$ cat src/rtl/tcmv_pkg.sv
// constants, field layout and modes of the timer channel mode/value block
package tcmv_pkg;
  // ======================================================
  // register offsets (byte addresses)
  localparam logic [7:0]  TSC_OFF      = 8'h00;
  localparam logic [7:0]  CSC_OFF      = 8'h04;
  localparam logic [7:0]  VALH_OFF     = 8'h08;
  localparam logic [7:0]  VALL_OFF     = 8'h0c;
  localparam logic [7:0]  STAT_OFF     = 8'h10;
  // ======================================================
  // field positions
  localparam int          CLKS_LSB     = 0;
  localparam int          CENTER_PWM_SELECT_BIT    = 5;
  localparam int          ELS_LSB      = 2;
  localparam int          MSA_BIT      = 4;
  localparam int          MSB_BIT      = 5;
  // ======================================================
  // reset values and counter limits
  localparam logic [15:0] VAL_RST      = 16'h0000;
  localparam logic [1:0]  CLKS_RST     = 2'h0;
  localparam logic [3:0]  CSC_RST      = 4'h0;
  localparam logic [15:0] FREE_STEP    = 16'hfffe;
  localparam logic [1:0]  CLKS_OFF     = 2'h0;
  localparam logic [1:0]  ELS_PIN_OFF  = 2'h0;
  // ======================================================
  // channel modes
  typedef enum logic [1:0] {
    TCMV_CAPTURE,
    TCMV_COMPARE,
    TCMV_EDGE_PWM,
    TCMV_CENTER_PWM
  } tcmv_mode_e;
endpackage

$ cat src/rtl/tcmv_cap_if.sv
// capture path signals between channel core and pin capture unit
`timescale 1ns/1ps
interface tcmv_cap_if;
  logic [1:0] edge_sel;
  logic       cap_en;
  logic       pin_level;
  logic       cap_pulse;
  modport ctrl (output edge_sel, output cap_en, input pin_level, input cap_pulse);
  modport cap  (input edge_sel, input cap_en, output pin_level, output cap_pulse);
endinterface

$ cat src/rtl/tcmv_channel.sv
// timer channel mode decode, value register and ahb-lite register slave
//
// Our own choices: the placing of the registers and the AHB-Lite interface to the registers.
`timescale 1ns/1ps
module tcmv_channel (
  input  wire logic        clk,
  input  wire logic        sys_rst,
  input  wire logic        ce,
  input  wire logic        hsel,
  input  wire logic [31:0] haddr,
  input  wire logic [1:0]  htrans,
  input  wire logic        hwrite,
  input  wire logic [31:0] hwdata,
  input  wire logic        hready,
  output logic      [31:0] hrdata,
  output logic             hreadyout,
  output logic             hresp,
  input  wire logic        bdm_active,
  input  wire logic        chan_pin_in,
  input  wire logic [15:0] cnt_value,
  input  wire logic        cnt_tick,
  input  wire logic        cnt_up,
  input  wire logic [15:0] modulo_value,
  output logic             chan_pin_out,
  output logic             chan_pin_oe_n,
  output logic             chan_gpio_release,
  output logic             cnt_updown
);
  typedef struct packed {
    logic        hrdy;
    logic        hresp;
    logic [31:0] hrdata;
    logic        dph;
    logic        dwr;
    logic [7:0]  daddr;
    logic [1:0]  clks;
    logic        center_pwm_select;
    logic [3:0]  csc;
    logic [15:0] val;
    logic [15:0] rbuf;
    logic        rlat;
    logic        rfirst_hi;
    logic [15:0] wbuf;
    logic        whi;
    logic        wlo;
    logic        wpend;
    logic        pin_out;
    logic        pin_oe_n;
    logic        gpio_rel;
    logic        updown;
  } tcmv_ch_s;

  tcmv_ch_s       st_ff;
  tcmv_ch_s       nxt_st;
  tcmv_cap_if     cap_if ();

  // ======================================================
  // decoding helpers
  function automatic tcmv_pkg::tcmv_mode_e chan_mode(input logic center_pwm_select, input logic [3:0] csc);
    if (center_pwm_select) begin
      chan_mode = tcmv_pkg::TCMV_CENTER_PWM;
    end else if (csc[tcmv_pkg::MSB_BIT-2]) begin
      chan_mode = tcmv_pkg::TCMV_EDGE_PWM;
    end else if (csc[tcmv_pkg::MSA_BIT-2]) begin
      chan_mode = tcmv_pkg::TCMV_COMPARE;
    end else begin
      chan_mode = tcmv_pkg::TCMV_CAPTURE;
    end
  endfunction

  function automatic logic [1:0] els_of(input logic [3:0] csc);
    els_of = csc[tcmv_pkg::ELS_LSB-2 +: 2];
  endfunction

  tcmv_pkg::tcmv_mode_e mode;
  logic [1:0]           els;
  logic                 is_pwm;
  logic [15:0]          step_from;
  logic                 ld_ok;
  logic                 oc_match;
  logic                 pwm_lvl;
  logic [31:0]          rd;
  logic [7:0]           wb;
  logic                 hi;

  assign mode   = chan_mode(st_ff.center_pwm_select, st_ff.csc);
  assign els    = els_of(st_ff.csc);
  assign is_pwm = (mode == tcmv_pkg::TCMV_EDGE_PWM) || (mode == tcmv_pkg::TCMV_CENTER_PWM);

  // ======================================================
  // capture unit
  assign cap_if.edge_sel = els;
  assign cap_if.cap_en   = (mode == tcmv_pkg::TCMV_CAPTURE);

  tcmv_pin_cap u_pin_cap (
    .clk     (clk),
    .sys_rst (sys_rst),
    .ce      (ce),
    .pin_in  (chan_pin_in),
    .cap     (cap_if.cap)
  );

  // ======================================================
  // load timing of buffered compare value
  always_comb begin
    step_from = (modulo_value == 16'h0000) ? tcmv_pkg::FREE_STEP : 16'(modulo_value - 16'h0001);
    ld_ok     = 1'b0;
    unique case (mode)
      tcmv_pkg::TCMV_COMPARE: begin
        ld_ok = cnt_tick;
      end
      tcmv_pkg::TCMV_EDGE_PWM, tcmv_pkg::TCMV_CENTER_PWM: begin
        ld_ok = cnt_tick && cnt_up && (cnt_value == step_from);
      end
      tcmv_pkg::TCMV_CAPTURE: begin
        ld_ok = 1'b0;
      end
    endcase
    oc_match = cnt_tick && (cnt_value == st_ff.val);
    pwm_lvl  = els[0] ? (cnt_value >= st_ff.val) : (cnt_value < st_ff.val);
  end

  // ======================================================
  // next state
  always_comb begin
    nxt_st = st_ff;
    rd     = 32'h0000_0000;
    wb     = hwdata[7:0];
    hi     = (st_ff.daddr == tcmv_pkg::VALH_OFF);

    // input capture
    if (mode == tcmv_pkg::TCMV_CAPTURE && cap_if.cap_pulse) begin
      nxt_st.val = cnt_value;
    end

    // deferred load of a completed pair
    if (st_ff.wpend && ld_ok && !bdm_active) begin
      nxt_st.val   = st_ff.wbuf;
      nxt_st.wpend = 1'b0;
    end

    // address phase
    if (hsel && htrans[1] && hready) begin
      nxt_st.dph   = 1'b1;
      nxt_st.dwr   = hwrite;
      nxt_st.daddr = haddr[7:0];
      nxt_st.hrdy  = 1'b0;
    end

    // data phase
    if (st_ff.dph) begin
      nxt_st.dph  = 1'b0;
      nxt_st.hrdy = 1'b1;
      if (st_ff.dwr) begin
        unique case (st_ff.daddr)
          tcmv_pkg::TSC_OFF: begin
            nxt_st.clks  = wb[tcmv_pkg::CLKS_LSB +: 2];
            nxt_st.center_pwm_select = wb[tcmv_pkg::CENTER_PWM_SELECT_BIT];
          end
          tcmv_pkg::CSC_OFF: begin
            nxt_st.csc   = wb[tcmv_pkg::MSB_BIT:tcmv_pkg::ELS_LSB];
            nxt_st.rlat  = 1'b0;
            nxt_st.whi   = 1'b0;
            nxt_st.wlo   = 1'b0;
            nxt_st.wpend = 1'b0;
          end
          tcmv_pkg::VALH_OFF, tcmv_pkg::VALL_OFF: begin
            if (mode == tcmv_pkg::TCMV_CAPTURE) begin
              nxt_st.val = nxt_st.val;
            end else if (bdm_active) begin
              if (hi) begin
                nxt_st.val[15:8] = wb;
              end else begin
                nxt_st.val[7:0] = wb;
              end
            end else begin
              if (hi) begin
                nxt_st.wbuf[15:8] = wb;
              end else begin
                nxt_st.wbuf[7:0] = wb;
              end
              if ((hi && st_ff.wlo) || (!hi && st_ff.whi)) begin
                nxt_st.whi = 1'b0;
                nxt_st.wlo = 1'b0;
                if (st_ff.clks == tcmv_pkg::CLKS_OFF) begin
                  nxt_st.val   = hi ? {wb, st_ff.wbuf[7:0]} : {st_ff.wbuf[15:8], wb};
                  nxt_st.wpend = 1'b0;
                end else begin
                  nxt_st.wpend = 1'b1;
                end
              end else if (hi) begin
                nxt_st.whi = 1'b1;
              end else begin
                nxt_st.wlo = 1'b1;
              end
            end
          end
          default: begin
            nxt_st.hrdy = 1'b1;
          end
        endcase
      end else begin
        unique case (st_ff.daddr)
          tcmv_pkg::TSC_OFF: begin
            rd[tcmv_pkg::CLKS_LSB +: 2]  = st_ff.clks;
            rd[tcmv_pkg::CENTER_PWM_SELECT_BIT]      = st_ff.center_pwm_select;
          end
          tcmv_pkg::CSC_OFF: begin
            rd[tcmv_pkg::MSB_BIT:tcmv_pkg::ELS_LSB] = st_ff.csc;
          end
          tcmv_pkg::VALH_OFF, tcmv_pkg::VALL_OFF: begin
            if (bdm_active || mode != tcmv_pkg::TCMV_CAPTURE) begin
              rd[7:0] = hi ? st_ff.val[15:8] : st_ff.val[7:0];
            end else if (!st_ff.rlat) begin
              rd[7:0]          = hi ? st_ff.val[15:8] : st_ff.val[7:0];
              nxt_st.rbuf      = st_ff.val;
              nxt_st.rlat      = 1'b1;
              nxt_st.rfirst_hi = hi;
            end else begin
              rd[7:0] = hi ? st_ff.rbuf[15:8] : st_ff.rbuf[7:0];
              if (hi != st_ff.rfirst_hi) begin
                nxt_st.rlat = 1'b0;
              end
            end
          end
          tcmv_pkg::STAT_OFF: begin
            rd[0] = st_ff.pin_out;
            rd[1] = cap_if.pin_level;
            rd[2] = st_ff.whi;
            rd[3] = st_ff.wlo;
            rd[4] = st_ff.wpend;
            rd[5] = st_ff.rlat;
            rd[6] = st_ff.gpio_rel;
            rd[8 +: 2] = mode;
          end
          default: begin
            rd = 32'h0000_0000;
          end
        endcase
        nxt_st.hrdata = rd;
      end
    end

    // pin output
    unique case (mode)
      tcmv_pkg::TCMV_COMPARE: begin
        if (oc_match) begin
          unique case (els)
            2'h1: nxt_st.pin_out = ~st_ff.pin_out;
            2'h2: nxt_st.pin_out = 1'b0;
            2'h3: nxt_st.pin_out = 1'b1;
            2'h0: nxt_st.pin_out = st_ff.pin_out;
          endcase
        end
      end
      tcmv_pkg::TCMV_EDGE_PWM, tcmv_pkg::TCMV_CENTER_PWM: begin
        nxt_st.pin_out = pwm_lvl;
      end
      tcmv_pkg::TCMV_CAPTURE: begin
        nxt_st.pin_out = st_ff.pin_out;
      end
    endcase
    nxt_st.gpio_rel = (els == tcmv_pkg::ELS_PIN_OFF);
    nxt_st.pin_oe_n = (els == tcmv_pkg::ELS_PIN_OFF) || (mode == tcmv_pkg::TCMV_CAPTURE) ||
                      (is_pwm && els == 2'h0);
    nxt_st.updown   = st_ff.center_pwm_select;
  end

  // ======================================================
  // state register
  always_ff @(posedge clk) begin
    if (sys_rst) begin
      st_ff          <= '0;
      st_ff.hrdy     <= 1'b1;
      st_ff.clks     <= tcmv_pkg::CLKS_RST;
      st_ff.csc      <= tcmv_pkg::CSC_RST;
      st_ff.val      <= tcmv_pkg::VAL_RST;
      st_ff.pin_oe_n <= 1'b1;
      st_ff.gpio_rel <= 1'b1;
    end else if (ce) begin
      st_ff <= nxt_st;
    end
  end

  // ======================================================
  // outputs
  assign hrdata            = st_ff.hrdata;
  assign hreadyout         = st_ff.hrdy;
  assign hresp             = st_ff.hresp;
  assign chan_pin_out      = st_ff.pin_out;
  assign chan_pin_oe_n     = st_ff.pin_oe_n;
  assign chan_gpio_release = st_ff.gpio_rel;
  assign cnt_updown        = st_ff.updown;
endmodule // tcmv_channel

$ cat src/rtl/tcmv_pin_cap.sv
// channel pin synchroniser and capture edge detector
`timescale 1ns/1ps
module tcmv_pin_cap (
  input  wire logic clk,
  input  wire logic sys_rst,
  input  wire logic ce,
  input  wire logic pin_in,
  tcmv_cap_if.cap   cap
);
  typedef struct packed {
    logic sync1;
    logic sync2;
    logic prev;
    logic pulse;
  } tcmv_pc_s;

  tcmv_pc_s st_ff;
  tcmv_pc_s nxt_st;

  // ======================================================
  // edge selection
  always_comb begin
    nxt_st       = st_ff;
    nxt_st.sync1 = pin_in;
    nxt_st.sync2 = st_ff.sync1;
    nxt_st.prev  = st_ff.sync2;
    nxt_st.pulse = cap.cap_en & ((st_ff.sync2 & ~st_ff.prev & cap.edge_sel[0]) |
                                 (~st_ff.sync2 & st_ff.prev & cap.edge_sel[1]));
  end

  always_ff @(posedge clk) begin
    if (sys_rst) begin
      st_ff <= '0;
    end else if (ce) begin
      st_ff <= nxt_st;
    end
  end

  assign cap.pin_level = st_ff.sync2;
  assign cap.cap_pulse = st_ff.pulse;
endmodule // tcmv_pin_cap

$ cat config.mk
export PLATFORM = sky130hd
export DESIGN_NAME = tcmv_channel
export DESIGN_NICKNAME = d
export VERILOG_FILES = /design/src/rtl/tcmv_pkg.sv /design/src/rtl/tcmv_cap_if.sv /design/src/rtl/tcmv_channel.sv /design/src/rtl/tcmv_pin_cap.sv
export SDC_FILE = /design/constraint.sdc
export NUM_CORES = 1
export LEC_CHECK = 0
export BUFFER_PORTS_ARGS = -buffer_cell sky130_fd_sc_hd__buf_2
export CAP_MARGIN = 20
export CORE_UTILIZATION = 25
export CTS_CLUSTER_DIAMETER = 80
export CTS_CLUSTER_SIZE = 10
export DETAILED_ROUTE_END_ITERATION = 10
export SLEW_MARGIN = 40
export SYNTH_ARGS = -nofsm -noshare
export SYNTH_HDL_FRONTEND = slang
export SYNTH_HIERARCHICAL = 1
export SYNTH_SLANG_ARGS = --single-unit
$ cat constraint.sdc
create_clock -name clk -period 8.2 [get_ports clk]
set_input_delay 1.64 -clock clk [delete_from_list [all_inputs] [get_ports clk]]
set_output_delay 1.64 -clock clk [all_outputs]
set_load 0.005 [all_outputs]
==> Yosys cells after proc, flatten, opt, wreduce, memory -nomap -nowiden <==
Cells that the tools add are included.
{ "totals": {"ff_bits": 89, "output_inout_bits": 38, "elab_cells": 163} }
{ "op_classes": {"addsub": 1, "magnitude_cmp": 2, "n_eq_ne": 21, "mux": 58, "n_bitwise": 15, "n_reduce_logical": 41} }
{ "ops": {"columns": ["cell", "count"], "rows": [
  ["$mux W16", 13],
  ["$mux W8", 8],
  ["$mux W19", 3],
  ["$mux W53", 1],
  ["$mux W18", 2],
  ["$eq A16 B16 Y1", 2],
  ["$reduce_and A7 Y1", 4],
  ["$mux W1", 18],
  ["$eq A8 B4 Y1 const B", 2],
  ["$ge A16 B16 Y1", 1],
  ["$logic_not A16 Y1", 1],
  ["$lt A16 B16 Y1", 1],
  ["$sub A16 B1 Y16 const B", 1],
  ["$reduce_and A4 Y1", 3],
  ["$logic_and A1 B1 Y1", 11],
  ["$mux W10", 1],
  ["$ne A2 B2 Y1 const B", 5],
  ["$not A1 Y1", 9],
  ["$pmux W3 S3", 1],
  ["$eq A2 B2 Y1 const B", 4],
  ["$eq A8 B3 Y1 const B", 1],
  ["$eq A8 B5 Y1 const B", 1],
  ["$logic_not A8 Y1", 1],
  ["$mux W2", 4],
  ["other kinds (20)", 40]
]} }

==> Logic depth before layout (Yosys ltp) <==
Gate-level depths: netlist of the first run.
{ "depth": {"depth_word": 16, "ltp_mapped": 12} }

==> Hierarchy <==
The synthesis of the first run kept the hierarchy.
{ "by_module_without_submodules": {"columns": ["module", "instances", "cells_each", "area_each_um2", "seq_area_each_um2"], "rows": [
  ["tcmv_channel", 1, 808, 6009.5, 1701.6],
  ["tcmv_pin_cap", 1, 16, 177.7, 80.1]
]} }

==> Worst setup path after synthesis of the first run <==
No wires, ideal clock.
{ "synth_path": {"path_kind": "input to register", "from": "input modulo_value[2]", "to": "register st_ff[46] in the netlist's numbering", "arrival_time_ns": 4.122, "path_slack_ns": 3.983, "path_stages": 12, "n_path_buf": 4, "path_cell_list": "buf_4 nor4_4 nand2_2 or4_4 o21ai_2 a32oi_1 or3_1 buf_2 or2_1 buf_6 buf_8 o311ai_1"} }
{ "synth_via": {"elab_chain_len": 15, "elab_cells_between_ends": 17} }
{ "synth_lines": {"columns": ["element", "line_no", "source"], "rows": [
  ["start, declared", "tcmv_channel.sv:23", "input wire logic [15:0] modulo_value,"],
  ["$sub A16 B1 Y16 / $logic_not A16 Y1 (equally long branches)", "tcmv_channel.sv:106", "step_from = (modulo_value == 16'h0000) ? tcmv_pkg::FREE_STEP : 16'(modulo_value - 16'h0001);"],
  ["$mux W16 *", "tcmv_channel.sv:106", null],
  ["$eq A16 B16 Y1 *", "tcmv_channel.sv:113", "ld_ok = cnt_tick && cnt_up && (cnt_value == step_from);"],
  ["$logic_and A1 B1 Y1 *", "tcmv_channel.sv:113", null],
  ["$pmux W1 S3 *", "tcmv_channel.sv:108", "unique case (mode)"],
  ["$logic_and A1 B1 Y1 * (2 in series)", "tcmv_channel.sv:137", "if (st_ff.wpend && ld_ok && !bdm_active) begin"],
  ["$mux W16 *", "tcmv_channel.sv:137", null],
  ["$mux W16", "tcmv_channel.sv:185", "if (st_ff.clks == tcmv_pkg::CLKS_OFF) begin"],
  ["$mux W16", "tcmv_channel.sv:182", "if ((hi && st_ff.wlo) || (!hi && st_ff.whi)) begin"],
  ["$mux W16", "tcmv_channel.sv:170", "end else if (bdm_active) begin"],
  ["$mux W16", "tcmv_channel.sv:168", "if (mode == tcmv_pkg::TCMV_CAPTURE) begin"],
  ["$mux W16", "tcmv_channel.sv:155", "unique case (st_ff.daddr)"],
  ["$mux W16", "tcmv_channel.sv:154", "if (st_ff.dwr) begin"],
  ["$mux W53 *", "tcmv_channel.sv:151", "if (st_ff.dph) begin"],
  ["end signal, assigned", "tcmv_channel.sv:281", "st_ff <= nxt_st;"],
  ["end, declared", "tcmv_channel.sv:53", "tcmv_ch_s st_ff;"]
]} }
Mark *: on every way between the ends. The rest lies on a longest branch, timed or not.
A chain may end at the register's enable or synchronous reset.

==> Final worst setup path of the first run <==
{ "layout_path": {"from": "input modulo_value[4]", "to": "register st_ff[45] in the netlist's numbering"} }
Same word-level chain as after synthesis.

==> results of run 1 <==
==> worst min-delay path by stage <==
stage / to / cells after the start
2_1_floorplan: st_ff[65]$_SDFFE_PP0P_ / 2
3_3_place_gp: st_ff[64]$_SDFFE_PP0P_ / 2
3_5_place_dp: st_ff[64]$_SDFFE_PP0P_ / 2
4_1_cts: st_ff[64]$_SDFFE_PP0P_ / 2
5_1_grt: st_ff[32]$_SDFFE_PP0P_ / 2
6_report: st_ff[64]$_SDFFE_PP0P_ / 2
==> where the power goes <==
group | internal [mW] | switching, mW | total, mW
registers | 0.434 | 0.00244 | 0.437
logic | 0.0372 | 0.0673 | 0.105
clock network | 0.247 | 0.199 | 0.445
==> critical path: stages <==
cell      delay [ns]
buf_2           0.13
nor4_4          0.58
nand2_2         0.21
nor4_1          0.56
a22oi_1         0.22
or3_1           0.68
or2_1           0.58
o311ai_1        0.39
==> through the flow <==
step | cell area (um^2) | utilization [%] | worst slack, ns | cells | total power [mW]
finish | 6953 | 28.59 | 3.444 | 1180 | 0.9863
detailed placement | 6635 | 27.28 | 3.155 | 1164 | 0.5507
global placement | 6624 | 27.24 | 3.206 | 1164 | 0.5487
CTS | 6953 | 28.59 | 3.524 | 1180 | 0.9981
global route | 6953 | 28.59 | 3.181 | 1180 | 1.027
floorplan | 6270 | - | 3.983 | 846 | 0.5158
==> layout by cell type, fill, tap and decap left out, types with 19 or more instances in the layout <==
master	count
nor2_1	110
nand2_1	106
dfxtp_1	89
buf_2	73
a21oi_1	63
inv_1	39
nor3_1	35
o21ai_0	30
mux2i_1	27
conb_1	23
a31oi_1	19
a22oi_1	19
==> kinds of logic (layout without fill, tap and decap cells) <==
group | after synthesis | count (layout) | synth area share, %
compound gates | 209 | 209 | 22.61
xor+xnor | 16 | 16 | 2.265
buf+inv | 125 | 135 | 10.09
fa+ha+maj | 17 | 17 | 3.438
mux | 38 | 38 | 7.826
simple gates | 329 | 329 | 24.91
other cells | 1 | 23 | 0.06061
flops | 89 | 89 | 28.80
==> layer usage <==
metal  GRT usage (%)  wire, um  vias up
li1                -         -     2964
met1           20.06      8809     2842
met2           23.98      9118      183
met3           2.527      1021       22
met4           4.371       297        0
met5               0         0        -
==> cell type report <==
class | count | area [um^2]
fillers | 2640 | 17370
multi-input cells | 632 | 3887
flip-flops and latches | 89 | 1782
repair buffers | 79 | 410.4
well taps | 324 | 405.4
clock buffers | 9 | 225.2
inverters | 40 | 150.1
clock inverters | 7 | 92.59
==> synthesized netlist by cell type (16+ instances only) <==
library cell and n:
dfxtp_1 89, buf_4 34, a22oi_1 19, a21oi_1 63, o221ai_1 16, inv_1 39
ha_1 17, o311ai_1 16, o21ai_0 30, nor3_1 35, a31oi_1 19, mux2i_1 27
nand2_1 106, clkbuf_1 45, nor2_1 111
==> out/qor.csv, run 1 <==
stage,metric,value,unit
routing,num_vias,6011,
sta,fin_crit_sh,58.00,%
sta,tightest_slew,0.8317,ns
routing,drc,0,
global_routing,antenna_found_initial,0,
clocking,htreeDepth,3,
setup_path,cp_max_fo,18,
clocking,ctsResizeCount,0,
logic_synthesis,yosysUniqueCellTypes,72,
global_routing,grt-ovfl-total,0,
sta,worst_clock_skew,0.01057,ns
routing,drt_iter0_drc,546,
global_routing,grt_max_degree,77,
logic_synthesis,async_reset_ff_share,0,%
final_layout,final_nets,976,
floorplan,die_h,159.3,um
floorplan,core_area,24320,um^2
place,globalplace.congestion,0.8718,
routing,vias_per_cell,5.094,
floorplan,io_pins,146,
logic_synthesis,synth-edff-count,0,
logic_synthesis,yosys.area.top_type,dfxtp_1,
hold_path,min_from,st_ff[64]$_SDFFE_PP0P_,
logic_synthesis,synth_area_leaders,"dfxtp_1 29%, nor2_1 6.7%, nand2_1 6.4%",
clocking,clkSinkCount,89,
global_routing,first_global_vias,5366,
sta,fmax,210.3,MHz
global_routing,track_usage,14.80,%
power_and_ir_drop,max-vdd-ir-drop,0.00008259,V
clocking,tritoncts,done,
logic_synthesis,postSynthAreaPerCell,7.509,um^2
run,max_cap_viol_count,0,
setup_path,r2r_slack,4.57,ns
floorplan,start_util,25.44,%
place,port-buffer-count,73,
floorplan,die_w,159.3,um
power_and_ir_drop,p_per_area,141.9,nW/um^2
logic_synthesis,netlist_area,6187,um^2
place,hpwlAfterDp,14260,um
setup_path,start_kind,primary input,
final_layout,syn_to_final_growth,12.38,%
floorplan,rows,57,
final_layout,largest_register_ffs,67,
clocking,clockRootBuffer,clkbuf_16,
setup_path,cp.arrival,5.01,ns
final_layout,drive_above_1_share,14.60,%
clocking,hold_buffers,0,
logic_synthesis,synth.ff_latch_count,89,
setup_path,r2r_end,st_ff[52]$_SDFFE_PP0P_,
logic_synthesis,synth-seq-area-share,28.80,%
clocking,post_cts_buffers,0,
sta,holdWs,0.4534,ns
clocking,clk_latency,0.36,ns
setup_path,startpoint,modulo_value[4],
clocking,cts_made_buffers,9,
clocking,cts.path.max_buffers,2,
logic_synthesis,ys.flop_type,dfxtp_1,
hold_path,hold_path.class,reg2reg,
logic_synthesis,netlist_instances,824,
floorplan,fp.dieArea,25380,um^2
sta,rsz0062_at_grt,no,
setup_path,r2r_start,st_ff[69]$_SDFFE_PP0P_,
sta,hold_violations,0,
setup_path,crit_path_end,st_ff[45]$_SDFFE_PP0P_,
setup_path,critPathKind,in2reg,
setup_path,cp-end-kind,flop,
global_routing,grt_pass1_wl,29620,um
sta,slew_headroom,44.56,%
logic_synthesis,synth_top_cell_area_share,28.80,%
clocking,clkTransAtPathRegs,0.07,ns
sta,setup_tns,0,ns
routing,wl_per_cell,16.31,um
final_layout,top_register,st_ff,
setup_path,critPathRequiredTime,8.45,ns
sta,setup_viol,0,
routing,wl,19250,um
sta,slew_violations,0,
sta,min_period,4.756,ns
routing,dr.pass1.iters,6,
run_status,status,"finished, final reports clean",
final_layout,diodes,0,
setup_path,r2r_cells,8,
power_and_ir_drop,p_leak,2.483,nW
routing,ant_nets,0,
logic_synthesis,ys_warn_count,6,
Note: power is estimated with default switching activity, not from simulation.
==> run 2, diff against run 1 <==
--- a/config.mk
+++ b/config.mk
@@ -5,6 +5,7 @@
 export SDC_FILE = /design/constraint.sdc
 export NUM_CORES = 1
 export LEC_CHECK = 0
+export ABC_AREA = 1
 export BUFFER_PORTS_ARGS = -buffer_cell sky130_fd_sc_hd__buf_2
 export CAP_MARGIN = 20
 export CORE_UTILIZATION = 25
==> constraint.sdc (replaced) <==
create_clock -name clk -period 4.69 [get_ports clk]
set_input_delay 0.938 -clock clk [delete_from_list [all_inputs] [get_ports clk]]
set_output_delay 0.938 -clock clk [all_outputs]
set_load 0.005 [all_outputs]
==> run 2 against run 1 <==
Power is 81% higher. Utilization is 0.22 points higher. Combinational power grew to 2.7 times the previous value. Largest power group is now sequential cells.
==> out/qor.csv, run 2 <==
stage,metric,value,unit
final_layout,diodes,0,
routing,drc,0,
power_and_ir_drop,p_per_area,262.2,nW/um^2
final_layout,top_register,st_ff,
power_and_ir_drop,finalPower,1.789,mW
hold_path,hold_path.class,reg2reg,
clocking,tritoncts,done,
clocking,clk_latency,0.35,ns
setup_path,cp.arrival,3.54,ns
logic_synthesis,postSynthAreaPerCell,6.542,um^2
sta,min_period,3.313,ns
global_routing,first_global_vias,5317,
clocking,cts_made_buffers,9,
hold_path,min_from,st_ff[30]$_SDFFE_PP0P_,
setup_path,r2r_end,st_ff[49]$_SDFFE_PP0P_,
logic_synthesis,netlist_instances,929,
global_routing,antenna_found_initial,3,
routing,wl_met3,1090,um
sta,worst_clock_skew,0.009699,ns
routing,wl,18580,um
global_routing,grt_pass1_wl,28700,um
routing,drt_iter0_drc,529,
final_layout,layout_commonest_cell,nand2_1,
logic_synthesis,synth_area_leaders,"dfxtp_1 29%, o21ai_0 10%, nand2_1 10%",
final_layout,syn_to_final_growth,12.29,%
setup_path,cp-end-kind,flop,
routing,num_vias,6106,
final_layout,largest_register_ffs,67,
floorplan,fp.dieArea,24940,um^2
setup_path,r2r_slack,1.73,ns
routing,vias_per_cell,4.730,
logic_synthesis,ys_warn_count,6,
floorplan,die_h,157.9,um
clocking,clkTransAtPathRegs,0.07,ns
clocking,clkSinkCount,89,
power_and_ir_drop,p_leak,3.012,nW
hold_path,whs_path_depth,2,
place,hpwlAfterDp,13980,um
sta,worst_slack,1.377,ns
logic_synthesis,synth-edff-count,0,
sta,slew_violations,0,
global_routing,track_usage,14.81,%
floorplan,start_util,25.66,%
logic_synthesis,ys.flop_type,dfxtp_1,
floorplan,die_w,157.9,um
clocking,htreeDepth,3,
setup_path,critPathKind,in2reg,
sta,tightest_slew,0.7981,ns
clocking,post_cts_buffers,0,
logic_synthesis,synth-seq-area-share,29.32,%
global_routing,grt-ovfl-total,0,
logic_synthesis,yosysUniqueCellTypes,42,
setup_path,start_kind,primary input,
sta,rsz0062_at_grt,no,
power_and_ir_drop,max-vdd-ir-drop,0.0001396,V
place,dp_slack,1.041,ns
sta,slew_headroom,46.73,%
sta,setup_tns,0,ns
floorplan,rows,56,
setup_path,cp_max_fo,34,
setup_path,r2r_start,st_ff[71]$_SDFFE_PP0P_,
hold_path,hold_end,st_ff[30]$_SDFFE_PP0P_,
place,port-buffer-count,73,
logic_synthesis,async_reset_ff_share,0,%
logic_synthesis,synth_top_cell_area_share,29.32,%
routing,wl_met2,8399,um
sta,hold_violations,0,
setup_path,critPathRequiredTime,4.91,ns
logic_synthesis,synthTopCellsByCount,"163 x nand2_1, 125 x o21ai_0, 121 x inv_1",
logic_synthesis,netlist_area,6077,um^2
place,globalplace.congestion,0.8480,
sta,setup_viol,0,
routing,wl_per_cell,14.39,um
setup_path,startpoint,ce,
final_layout,layout_common_cells,"161 x nand2_1, 125 x o21ai_0, 120 x inv_1",
sta,fmax,301.8,MHz
setup_path,r2r_cells,13,
clocking,cts.path.max_buffers,2,
sta,fin_crit_sh,70.64,%
logic_synthesis,synth.ff_latch_count,89,
routing,wl_met1,8669,um
floorplan,io_pins,146,
clocking,hold_buffers,0,
final_layout,final_nets,1092,
logic_synthesis,yosys.area.top_type,dfxtp_1,
floorplan,core_area,23680,um^2
logic_synthesis,yosysMostFrequentCell,nand2_1,
run_status,status,"finished, final reports clean",
run,max_cap_viol_count,0,
clocking,clockRootBuffer,clkbuf_16,
routing,dr.pass1.iters,7,
routing,ant_nets,0,
final_layout,drive_above_1_share,13.89,%
clocking,ctsResizeCount,0,
routing,highest_layer,met5,
global_routing,grt_max_degree,59,
## run 2: cell count changes after synthesis, moves of 12 or more
cell,before,now
mux2i_1,27,0
nor2_1,111,67
a22oi_1,19,0
nor3_1,35,3
a31oi_1,19,7
inv_1,39,121
a21oi_1,63,111
clkbuf_1,45,29
o21ai_0,30,125
o311ai_1,16,0
nand2_1,106,163
nand3_1,13,34
## run 2: final cells by class
type / count / area, um^2
Fill cell: 2646 / 16860
Multi-Input combinational cell: 663 / 3477
Sequential cell: 89 / 1782
Inverter: 126 / 473.0
Timing Repair Buffer: 78 / 402.9
Tap cell: 319 / 399.1
Clock buffer: 11 / 252.7
Clock inverter: 5 / 37.54
## run 2: routing by layer
metal  vias up  track usage [%]
met5         -                0
met4         4            5.039
met3        25            2.217
met2       195            23.83
met1      2726            20.04
li1       3156                -
## run 2: worst max path at each step
| stage | endpoint | slack, ns |
|---|---|---|
| finish | st_ff[37]$_SDFFE_PP0P_ | 1.38 |
| global route | st_ff[29]$_SDFFE_PP0P_ | 1.01 |
| CTS | st_ff[38]$_SDFFE_PP0P_ | 1.40 |
| detailed placement | st_ff[38]$_SDFFE_PP0P_ | 1.04 |
| global placement | st_ff[37]$_SDFFE_PP0P_ | 1.08 |
| floorplan | st_ff[47]$_SDFFE_PP0P_ | 1.95 |
## run 2: stage by stage
stage	hold WS, ns	utilization [%]	instances	instance area, um^2
floorplan	0.4205	-	951	6160
CTS	0.4442	28.81	1291	6824
detailed placement	0.4345	27.59	1275	6534
global route	0.4664	28.81	1291	6824
global placement	0.4316	27.57	1275	6529
finish	0.4452	28.81	1291	6824
## run 2: where the power goes
| part | total, mW | switching (mW) | internal [mW] |
|---|---|---|---|
| sequential | 0.793 | 0.0194 | 0.773 |
| combinational | 0.288 | 0.186 | 0.102 |
| clock | 0.709 | 0.319 | 0.390 |
## run 2: worst max-delay path, stage by stage
cell      delay (ns)
buf_2           0.43
nand2_1         0.19
nor2_1          0.55
clkinv_1        0.49
nor2_1          0.31
nand3_1         0.10
buf_4           0.24
o21ai_0         0.21
a21oi_1         0.06
## run 2: logic make-up (layout without fill, tap and decap cells)
group           Yosys count  count (layout)  share of synthesized area, %
flops                    89              89                         29.32
buf+inv                 199             220                         14.91
other cells               1              23                       0.06171
xor+xnor                  2               2                        0.2883
compound gates          314             314                         29.57
fa+ha+maj                17              17                         3.500
simple gates            307             307                         22.36
